===== src/hdl/slpg_pkg.sv =====
/*
 sleep controller constants: mode codes, states, wake delays.
 assumes one clock; users write slpg_pkg::name.
*/
// Notes on behaviour
// - code 010 power-down, oscillator off
// - power-down wakes on listed sources only
// - power-down halts generated clocks
// - lost level wakes, no interrupt
// - power-down wake delay from fuses
// - code 011 power-save, timer2 runs
// - timer2 wake needs both enables
// - power-save clocks follow timer2 source
// - code 110 standby, six-cycle wake
// - code 111 extended standby, six cycles
// - stop bit freezes peripheral, blocks access
// - clearing stop bit resumes state
// - clock stop in active and idle
// - converter kept; restart gives extended
// - comparator off in deep modes unless on reference
// - fused brown-out stays on
// - reference on only when needed
// - enabled watchdog always runs
// - buffers off when io, adc stop
// - input-disable bits force buffers off
// - debug fuse keeps main clock
// - interrupt wake halts core four cycles
// - code 000 idle halts cpu, flash
// - code 001 also halts io
package slpg_pkg;
    localparam logic [2:0] MODE_IDLE = 3'h0;
    localparam logic [2:0] MODE_ADCNR = 3'h1;
    localparam logic [2:0] MODE_PDOWN = 3'h2;
    localparam logic [2:0] MODE_PSAVE = 3'h3;
    localparam logic [2:0] MODE_STBY = 3'h6;
    localparam logic [2:0] MODE_XSTBY = 3'h7;
    localparam logic [2:0] MODE_RESET = 3'h0;
    localparam int STBY_WAKE_CYC = 6;
    localparam int CORE_HALT_CYC = 4;
    localparam int STARTUP_CYC_W = 16;
    localparam int NUM_PERIPH = 8;
    typedef enum logic [4:0] {
        ST_RUN = 5'h01,
        ST_SLEEP = 5'h02,
        ST_START = 5'h04,
        ST_HALT = 5'h08,
        ST_RESUME = 5'h10
    } slpg_state_t;
endpackage


===== src/hdl/slpg_gate.sv =====
/*
 per-peripheral clock enables and access blocking.
 assumes the sleep controller says whether peripheral clocks run at all.
*/
`timescale 1ns/10ps
module slpg_gate #(
    parameter int N = 8
) (
    input wire logic i_clk,            // main clock
    input wire logic i_rst,            // sync reset
    input wire logic i_io_run,         // io clock domain running
    input wire logic [N-1:0] i_stop,   // clock-stop bits
    input wire logic [N-1:0] i_acc,    // register access attempts
    output logic [N-1:0] o_clk_en,     // peripheral clock enables
    output logic [N-1:0] o_acc_ok      // accesses allowed through
);
    typedef struct packed {
        logic [N-1:0] en;
        logic [N-1:0] ok;
    } slpg_gate_t;
    slpg_gate_t st_reg, st_next;
    // a stopped clock only freezes state, so clearing the bit resumes as it was
    always_comb begin
        st_next = st_reg;
        for (int i = 0; i < N; i++) begin
            st_next.en[i] = i_io_run && !i_stop[i];
            st_next.ok[i] = i_acc[i] && !i_stop[i];
        end
    end
    always_ff @(posedge i_clk) begin
        if (i_rst) begin
            st_reg <= '0;
        end else begin
            st_reg <= st_next;
        end
    end
    assign o_clk_en = st_reg.en;
    assign o_acc_ok = st_reg.ok;
endmodule


===== src/hdl/slpg_sync.sv =====
/*
 two-flop synchroniser bank for wake sources and pins.
 assumes inputs are asynchronous to i_clk.
*/
`timescale 1ns/10ps
module slpg_sync #(
    parameter int W = 8
) (
    input wire logic i_clk,       // main clock
    input wire logic i_rst,       // sync reset
    input wire logic [W-1:0] i_d, // async inputs
    output logic [W-1:0] o_q      // synchronised
);
    typedef struct packed {
        logic [W-1:0] s1;
        logic [W-1:0] s2;
    } slpg_sync_t;
    slpg_sync_t st_reg, st_next;
    // first stage feeds only the second stage
    always_comb begin
        st_next = st_reg;
        st_next.s1 = i_d;
        st_next.s2 = st_reg.s1;
    end
    always_ff @(posedge i_clk) begin
        if (i_rst) begin
            st_reg <= '0;
        end else begin
            st_reg <= st_next;
        end
    end
    assign o_q = st_reg.s2;
endmodule


===== src/hdl/slpg_top.sv =====
/*
 sleep controller: mode decode, clock and power gating, wake timing.
 assumes a one-cycle i_sleep_exec pulse and an always-on I_CLK.
*/
`timescale 1ns/10ps
module slpg_top #(
    parameter int N = slpg_pkg::NUM_PERIPH
) (
    input wire logic I_CLK,                       // 10 MHz clock
    input wire logic I_RST,                       // sync reset, high
    input wire logic i_sleep_exec,                // sleep instruction pulse
    input wire logic i_sleep_entry_allow,         // entry allow bit
    input wire logic [2:0] i_sleep_mode_select,   // mode code
    input wire logic i_xtal_option,               // crystal/resonator clock chosen
    input wire logic [15:0] i_startup_cycles,     // wake delay from clock fuses
    input wire logic i_ext_irq_pin_a,             // pin a level (async)
    input wire logic i_ext_irq_pin_b,             // pin b level (async)
    input wire logic i_ext_irq_en_a,              // pin a level irq enabled
    input wire logic i_ext_irq_en_b,              // pin b level irq enabled
    input wire logic i_pin_change,                // pin change irq (async)
    input wire logic i_twi_match,                 // address match (async)
    input wire logic i_wdt_event,                 // watchdog irq (async)
    input wire logic i_reset_wake,                // any reset source (async)
    input wire logic i_other_irq,                 // any other enabled irq
    input wire logic i_t2_ovf,                    // timer2 overflow (async)
    input wire logic i_t2_cmp,                    // timer2 compare (async)
    input wire logic [1:0] i_timer2_irq_mask,     // ovf, cmp enables
    input wire logic i_global_irq_en,             // global irq flag
    input wire logic i_t2_async,                  // timer2 on async clock
    input wire logic i_t2_enabled,                // timer2 enabled
    input wire logic [N-1:0] i_peripheral_clock_stop, // clock-stop bits
    input wire logic [N-1:0] i_periph_access,     // register accesses
    input wire logic i_adc_enable,                // converter enabled
    input wire logic i_acmp_enable,               // comparator enabled
    input wire logic i_acmp_uses_ref,             // comparator uses reference
    input wire logic i_brownout_threshold_fuse,   // brown-out fused on
    input wire logic i_wdt_enable,                // watchdog enabled
    input wire logic i_onchip_debug_fuse,         // debug fuse
    input wire logic [7:0] i_digital_input_off_0, // input disable 0
    input wire logic [7:0] i_digital_input_off_1, // input disable 1
    input wire logic [15:0] i_wake_pin_mask,      // pins needed for wake
    output logic O_CPU_CLK_EN,                    // cpu clock run
    output logic O_FLASH_CLK_EN,                  // flash clock run
    output logic O_IO_CLK_EN,                     // io clock run
    output logic O_ADC_CLK_EN,                    // adc clock run
    output logic O_ASY_CLK_EN,                    // async timer clock run
    output logic O_MAIN_OSC_EN,                   // main oscillator run
    output logic O_TIMER_OSC_EN,                  // timer oscillator run
    output logic O_T2_SYNC_ONLY,                  // sync clock reaches timer2 only
    output logic [N-1:0] O_PERIPH_CLK_EN,         // per-peripheral clocks
    output logic [N-1:0] O_PERIPH_ACC_OK,         // accesses let through
    output logic O_ADC_POWER,                     // converter powered
    output logic O_ADC_EXTENDED,                  // next conversion extended
    output logic O_ACMP_POWER,                    // comparator powered
    output logic O_REF_POWER,                     // reference powered
    output logic O_BOD_POWER,                     // brown-out powered
    output logic O_WDT_RUN,                       // watchdog running
    output logic [15:0] O_INPUT_BUF_EN,           // digital input buffers
    output logic O_IRQ_TAKE,                      // one-cycle interrupt sample
    output logic O_SLEEPING,                      // core halted by sleep
    output logic [2:0] O_MODE                     // active sleep mode
);
    localparam int SW = slpg_pkg::STARTUP_CYC_W;
    localparam logic [SW-1:0] STBY_CNT = SW'(slpg_pkg::STBY_WAKE_CYC);
    localparam logic [SW-1:0] HALT_CNT = SW'(slpg_pkg::CORE_HALT_CYC);

    typedef struct packed {
        slpg_pkg::slpg_state_t state;
        logic [2:0] mode;
        logic [SW-1:0] cnt;
        logic irq_wake;
        logic cpu, flash, io, adc, asy, mosc, tosc, t2only;
        logic adc_pwr, adc_ext, acmp, ref_on, bod, wdt;
        logic [15:0] ibuf;
        logic take;
    } slpg_top_t;
    slpg_top_t st_reg, st_next;

    logic [8:0] async_raw;
    logic [8:0] async_s;
    logic [15:0] in_off;
    logic pa_s, pb_s, pc_s, twi_s, wdt_s, rst_s, oth_s, ovf_s, cmp_s;
    logic deep, save_like, keep_osc, t2_wake, lvl_wake, wake_any;
    logic [N-1:0] gate_en, gate_ok;

    // every wake source crosses two flops before any logic reads it
    assign async_raw = {i_t2_cmp, i_t2_ovf, i_other_irq, i_reset_wake,
                        i_wdt_event, i_twi_match, i_pin_change,
                        i_ext_irq_pin_b, i_ext_irq_pin_a};
    slpg_sync #(.W(9)) u_sync (
        .i_clk(I_CLK),
        .i_rst(I_RST),
        .i_d(async_raw),
        .o_q(async_s)
    );
    assign {cmp_s, ovf_s, oth_s, rst_s, wdt_s, twi_s, pc_s, pb_s, pa_s} = async_s;
    // input-disable bits as one vector, pin 0 at the bottom
    assign in_off = {i_digital_input_off_1, i_digital_input_off_0};

    slpg_gate #(.N(N)) u_gate (
        .i_clk(I_CLK),
        .i_rst(I_RST),
        .i_io_run(st_reg.io),
        .i_stop(i_peripheral_clock_stop),
        .i_acc(i_periph_access),
        .o_clk_en(gate_en),
        .o_acc_ok(gate_ok)
    );

    // mode classes of the latched mode
    always_comb begin
        deep = st_reg.mode[1];
        save_like = st_reg.mode[0];
        keep_osc = st_reg.mode[2];
        // in deep modes timer2 needs both its own enable and the global flag
        t2_wake = save_like && i_global_irq_en &&
                  ((ovf_s && i_timer2_irq_mask[0]) || (cmp_s && i_timer2_irq_mask[1]));
        lvl_wake = (pa_s && i_ext_irq_en_a) || (pb_s && i_ext_irq_en_b);
        wake_any = rst_s || wdt_s || twi_s || lvl_wake || pc_s ||
                   (deep ? t2_wake : (oth_s || (save_like && i_t2_async && (ovf_s || cmp_s))));
    end

    // next-state logic: sequencing plus the clock and power decode
    always_comb begin
        st_next = st_reg;
        st_next.take = 1'b0;
        case (st_reg.state)
            slpg_pkg::ST_RUN: begin
                if (i_sleep_exec && i_sleep_entry_allow) begin
                    case (i_sleep_mode_select)
                        slpg_pkg::MODE_IDLE, slpg_pkg::MODE_ADCNR,
                        slpg_pkg::MODE_PDOWN, slpg_pkg::MODE_PSAVE: begin
                            st_next.mode = i_sleep_mode_select;
                            st_next.state = slpg_pkg::ST_SLEEP;
                        end
                        slpg_pkg::MODE_STBY, slpg_pkg::MODE_XSTBY: begin
                            // without a crystal the fast wake cannot be met: stay awake
                            if (i_xtal_option) begin
                                st_next.mode = i_sleep_mode_select;
                                st_next.state = slpg_pkg::ST_SLEEP;
                            end
                        end
                        default: begin
                            st_next.state = slpg_pkg::ST_RUN;
                        end
                    endcase
                end
            end
            slpg_pkg::ST_SLEEP: begin
                if (wake_any) begin
                    st_next.irq_wake = !rst_s;
                    st_next.state = slpg_pkg::ST_START;
                    if (deep && keep_osc) begin
                        st_next.cnt = STBY_CNT;
                    end else if (deep) begin
                        st_next.cnt = i_startup_cycles;
                    end else begin
                        st_next.cnt = SW'(1);
                    end
                end
            end
            slpg_pkg::ST_START: begin
                if (st_reg.cnt <= SW'(1)) begin
                    st_next.cnt = HALT_CNT;
                    st_next.state = st_reg.irq_wake ? slpg_pkg::ST_HALT : slpg_pkg::ST_RESUME;
                end else begin
                    st_next.cnt = st_reg.cnt - SW'(1);
                end
            end
            slpg_pkg::ST_HALT: begin
                if (st_reg.cnt <= SW'(1)) begin
                    st_next.state = slpg_pkg::ST_RESUME;
                end else begin
                    st_next.cnt = st_reg.cnt - SW'(1);
                end
            end
            slpg_pkg::ST_RESUME: begin
                // in deep modes levels are re-checked now; a vanished level gives no interrupt
                st_next.take = st_reg.irq_wake && (wake_any || !deep);
                st_next.irq_wake = 1'b0;
                st_next.mode = slpg_pkg::MODE_RESET;
                st_next.state = slpg_pkg::ST_RUN;
            end
            default: begin
                st_next.state = slpg_pkg::ST_RUN;
            end
        endcase

        // clock domains per state of the sequencer
        if (st_next.state == slpg_pkg::ST_RUN) begin
            st_next.cpu = 1'b1;
            st_next.flash = 1'b1;
            st_next.io = 1'b1;
            st_next.adc = 1'b1;
            st_next.asy = 1'b1;
            st_next.mosc = 1'b1;
            st_next.tosc = i_t2_async;
        end else begin
            st_next.cpu = 1'b0;
            st_next.flash = 1'b0;
            st_next.io = !st_next.mode[1] && !st_next.mode[0];
            st_next.adc = !st_next.mode[1];
            // power-save keeps timer2 alive on whichever clock it uses
            st_next.asy = !st_next.mode[1] || (st_next.mode[0] && i_t2_async);
            st_next.tosc = i_t2_async && (!st_next.mode[1] || st_next.mode[0]);
            st_next.mosc = !st_next.mode[1] || st_next.mode[2] ||
                           (st_next.mode[0] && i_t2_enabled && !i_t2_async) ||
                           (st_next.state != slpg_pkg::ST_SLEEP);
        end
        if (i_onchip_debug_fuse) begin
            st_next.mosc = 1'b1;
        end
        st_next.t2only = (st_next.state == slpg_pkg::ST_SLEEP) && st_next.mode[1] &&
                         st_next.mode[0] && st_next.mosc;

        // analog and supervisory blocks
        st_next.adc_pwr = i_adc_enable;
        if (!i_adc_enable) begin
            st_next.adc_ext = 1'b1;
        end
        st_next.acmp = i_acmp_enable &&
                       (st_next.state == slpg_pkg::ST_RUN || !st_next.mode[1] ||
                        i_acmp_uses_ref);
        st_next.bod = i_brownout_threshold_fuse;
        st_next.ref_on = st_next.bod || st_next.adc_pwr ||
                         (st_next.acmp && i_acmp_uses_ref);
        st_next.wdt = i_wdt_enable;

        // input buffers: off when io and adc both stop, wake pins excepted
        for (int p = 0; p < 16; p++) begin
            st_next.ibuf[p] = ((st_next.io || st_next.adc) || i_wake_pin_mask[p]) &&
                              !in_off[p];
        end
    end

    always_ff @(posedge I_CLK) begin
        if (I_RST) begin
            st_reg <= '{state: slpg_pkg::ST_RUN, mode: slpg_pkg::MODE_RESET, cpu: 1'b1,
                        flash: 1'b1, io: 1'b1, adc: 1'b1, asy: 1'b1, mosc: 1'b1,
                        adc_ext: 1'b1, ibuf: 16'hffff, default: '0};
        end else begin
            st_reg <= st_next;
        end
    end

    // outputs straight from the state register and the gate's register
    assign O_CPU_CLK_EN = st_reg.cpu;
    assign O_FLASH_CLK_EN = st_reg.flash;
    assign O_IO_CLK_EN = st_reg.io;
    assign O_ADC_CLK_EN = st_reg.adc;
    assign O_ASY_CLK_EN = st_reg.asy;
    assign O_MAIN_OSC_EN = st_reg.mosc;
    assign O_TIMER_OSC_EN = st_reg.tosc;
    assign O_T2_SYNC_ONLY = st_reg.t2only;
    assign O_PERIPH_CLK_EN = gate_en;
    assign O_PERIPH_ACC_OK = gate_ok;
    assign O_ADC_POWER = st_reg.adc_pwr;
    assign O_ADC_EXTENDED = st_reg.adc_ext;
    assign O_ACMP_POWER = st_reg.acmp;
    assign O_REF_POWER = st_reg.ref_on;
    assign O_BOD_POWER = st_reg.bod;
    assign O_WDT_RUN = st_reg.wdt;
    assign O_INPUT_BUF_EN = st_reg.ibuf;
    assign O_IRQ_TAKE = st_reg.take;
    assign O_SLEEPING = (st_reg.state != slpg_pkg::ST_RUN);
    assign O_MODE = st_reg.mode;
endmodule


===== config.mk =====
export PLATFORM = sky130hd
export DESIGN_NAME = slpg_top
export DESIGN_NICKNAME = d
export VERILOG_FILES = /design/src/hdl/slpg_pkg.sv /design/src/hdl/slpg_gate.sv /design/src/hdl/slpg_sync.sv /design/src/hdl/slpg_top.sv
export SDC_FILE = /design/constraint.sdc
export NUM_CORES = 1
export LEC_CHECK = 0
export ABC_CLOCK_PERIOD_IN_PS = 2600
export BUFFER_PORTS_ARGS = -buffer_cell sky130_fd_sc_hd__buf_2
export CORE_UTILIZATION = 48
export DETAILED_ROUTE_END_ITERATION = 12
export GPL_TIMING_DRIVEN = 0
export PLACE_DENSITY = 0.87
export SYNTH_ARGS = -nofsm -noshare
export SYNTH_HDL_FRONTEND = slang
export SYNTH_SLANG_ARGS = --single-unit
export TNS_END_PERCENT = 1

===== constraint.sdc =====
create_clock -name I_CLK -period 2.6 [get_ports I_CLK]
set_clock_uncertainty 0.05 [all_clocks]
set_input_delay 0.13 -clock I_CLK [delete_from_list [all_inputs] [get_ports I_CLK]]
set_output_delay 0.13 -clock I_CLK [all_outputs]
set_load 0.02 [all_outputs]

==> results_dict.tcl <==
set metrics [dict create \
    syn-num-nets 487 \
    slew_headroom_pct 41.4 \
    antenna_found_initial 0 \
    timing.rr.start "st_reg[40]" \
    final-hold-violation-count 0 \
    insertion_delay_ps 350 \
    gr-total-overflow 0 \
    die_w_um 88.0 \
    dieArea_um2 7750 \
    yosys.area.top_type "dfxtp_1" \
    maxSlewViolCount 0 \
    io_pins 145 \
    p_leak_nw 2.37 \
    synthTopCellsByArea "dfxtp_1, nor2_1, buf_4" \
    wl_mm 12.0 \
    netlist_area_um2 3550 \
    setup_viol 0 \
    core-area_um2 6980 \
    slowest_stage "or4_4" \
    r2r_cells 7 \
    ys_types 52 \
    cts.sinks 88 \
    yosysMostFrequentCell "dfxtp_1" \
    largest_reg_flops 22 \
    diodes 0 \
    dpl.hpwl_mm 7.04 \
    synthArstFlopShare_pct 0 \
    grt_pass1_wl_mm 18.2 \
    arrival_ps 2680 \
    grt_pass1_vias 3863 \
    cp_max_fo 10 \
    synth_compound_area_share_pct 17.9 \
    status "finished, final reports clean" \
    clock-root-buffer "clkbuf_8" \
    gp_congestion 0.875 \
    tightest_slew_ps 871 \
    synth_ff_type "dfxtp_1" \
    crit_chain "or4_4, or4_4, nor3_4, a211o_2, buf_6, a21oi_1, o32ai_1" \
    drive_above_1_share_pct 32.5 \
    drtAntennaViolNets 0 \
    grt_max_degree 16 \
    track_usage_pct 31.3 \
    maxCapViolCount 0 \
    hold_start "i_wake_pin_mask[15]" \
    yosys-top-cells-count "dfxtp_1, nor2_1, o21ai_0, buf_4, nor2b_1" \
    rows 30 \
    slowest_delay_ps 590 \
    fill_cells 492 \
    synth_top_area_share_pct 49.6 \
    synthCells 391 \
    wl_per_cell_um 16.9 \
    fin_setup_tns_ps 0 \
    cp-startpoint "st_reg[40]" \
    synthMuxAreaShare_pct 0 \
    endpoint_kind "flop" \
    clk_path_buf_depth 2 \
    first_pass_iters 5 \
    crit_type "flop to flop" \
    cts_tree "yes" \
    cts_made_buffers 9 \
    num-nets-final 703 \
    num_vias 3847 \
    fmax_ghz 0.404 \
    power_density_nw_per_um2 517 \
    synth-seq-cells 88 \
    yosys.area_share.simple_pct 22.1 \
    die_height_um 88.0 \
    synth_top_family_by_area "simple AND/OR/NAND/NOR gates" \
    critPathRequiredTime_ps 2810 \
    synth_edf_count 0 \
    drt-initial-drc-count 167 \
    synth.avg_cell_area_um2 9.08 \
    synth_xor_area_share_pct 1.23 \
    io_buffer_count 142 \
    area_delta_synth_final_pct 47.3 \
    clk_pin_slew_ps 90 \
    irDropWorstVdd_uv 474 \
    drc 0 \
    place_area_um2 4380 \
    synthAdderAreaFrac_pct 0.705 \
    whs_path_depth 3 \
    seq_area_frac_synth_pct 49.6 \
    rsz0062_at_grt "true" \
    yosys_warnings 0 \
    final_cell_area_um2 5230 \
    cp-start-kind "flop" \
    path_common_cell "or4_4" \
    cts_htree_levels 3 \
    hold_path_class "primary input to flop" \
    vias_per_cell 5.43 \
    period_share_pct 95.2 \
    initial_core_util_pct 50.9 \
    period_needed_ps 2470 \
]
-- worst paths after layout --
kind	endpoint	slack, ps
setup / recovery	st_reg[41]	130
hold reg to reg	u_sync.o_q[1]	410
setup reg to reg	st_reg[41]	130
hold / removal	O_INPUT_BUF_EN[15]	30
-- per-stage QoR --
| stage | setup slack (ps) | hold slack, ps | power (mW) | cells | utilization [%] |
|---|---|---|---|---|---|
| detailed placement | -48.2 | 258 | 1.73 | 629 | 62.8 |
| CTS | 31.3 | 14.2 | 2.67 | 709 | 74.6 |
| finish | 125 | 32.1 | 2.70 | 708 | 74.9 |
| global placement | 3.71 | 255 | 1.73 | 629 | 62.8 |
| floorplan | 188 | 152 | 1.60 | 391 | - |
| global route | -22.4 | 34.7 | 2.80 | 708 | 74.9 |
-- cell usage in the layout (no fill, tap or decap), drive strengths merged, types with 2 or more instances in the layout --
cell         Yosys  layout
nor2            49      49
a211oi           4       4
o211a            2       2
inv             16      17
or3              3       3
or2              4       4
nand3b           2       2
clkbuf          11      21
dfxtp           88      88
a211o            3       3
o211ai           5       5
xor2             4       4
a21o             2       2
o311ai           2       2
ha               2       2
buf             26     170
clkinv           0       3
a221oi           5       5
nor4             6       6
nor3b            9       9
nor3            14      14
o21ai           28      28
nand3            7       7
or4              2       2
and3             2       2
nand2           20      20
a31oi            2       2
a21oi           17      17
nor2b           21      21
nand2b           3       3
a22oi            5       5
a32oi            4       4
dlygate4sd3      0      62
o32ai            9       9
-- cell families (layout without fill, tap and decap cells) --
logic type,count (synthesis),after routing
simple gates,148,148
compound gates,94,94
flops,88,88
buf+inv,53,274
xor+xnor,5,5
fa+ha+maj,2,2
other cells,1,1
-- what timing repair did --
item                       CTS  global route
buffers inserted             2             0
hold buffers                62             0
pin swaps                    1             1
resized for setup            0             7
setup endpoints to repair    5            20
hold endpoints to repair    50             0
-- critical path: cells and delay by family (launching register included) --
family / cells / cell delay (ps)
AOI/OAI and AO/OA: 3 / 500
and+or+nand+nor: 3 / 1330
DFF: 1 / 350
buffers and inverters: 1 / 150
-- routing by layer --
| layer | GRT usage [%] | wire (um) |
|---|---|---|
| met1 | 34.3 | 4640 |
| met2 | 54.5 | 5880 |
| met3 | 9.14 | 975 |
| met4 | 16.9 | 455 |
| met5 | 0 | 0 |
-- power breakdown --
part / internal, mW / leakage (nW) / switching [mW] / total [mW]
clock: 0.405 / 0.0959 / 0.500 / 0.905
combinational: 0.194 / 1.55 / 0.190 / 0.384
sequential: 1.40 / 0.724 / 0.0202 / 1.42
total: 1.99 / 2.37 / 0.710 / 2.70
-- cell type report --
cell class / count / area [um^2] / area share (%)
flip-flops and latches: 88 / 1760 / 33.7
multi-input cells: 250 / 1520 / 29.0
repair buffers: 206 / 1350 / 25.7
plain buffers: 36 / 234 / 4.47
clock buffers: 11 / 151 / 2.89
well taps: 96 / 120 / 2.30
inverters: 16 / 60.1 / 1.15
clock inverters: 5 / 38.8 / 0.742
Note: power is estimated with default switching activity, not from simulation.
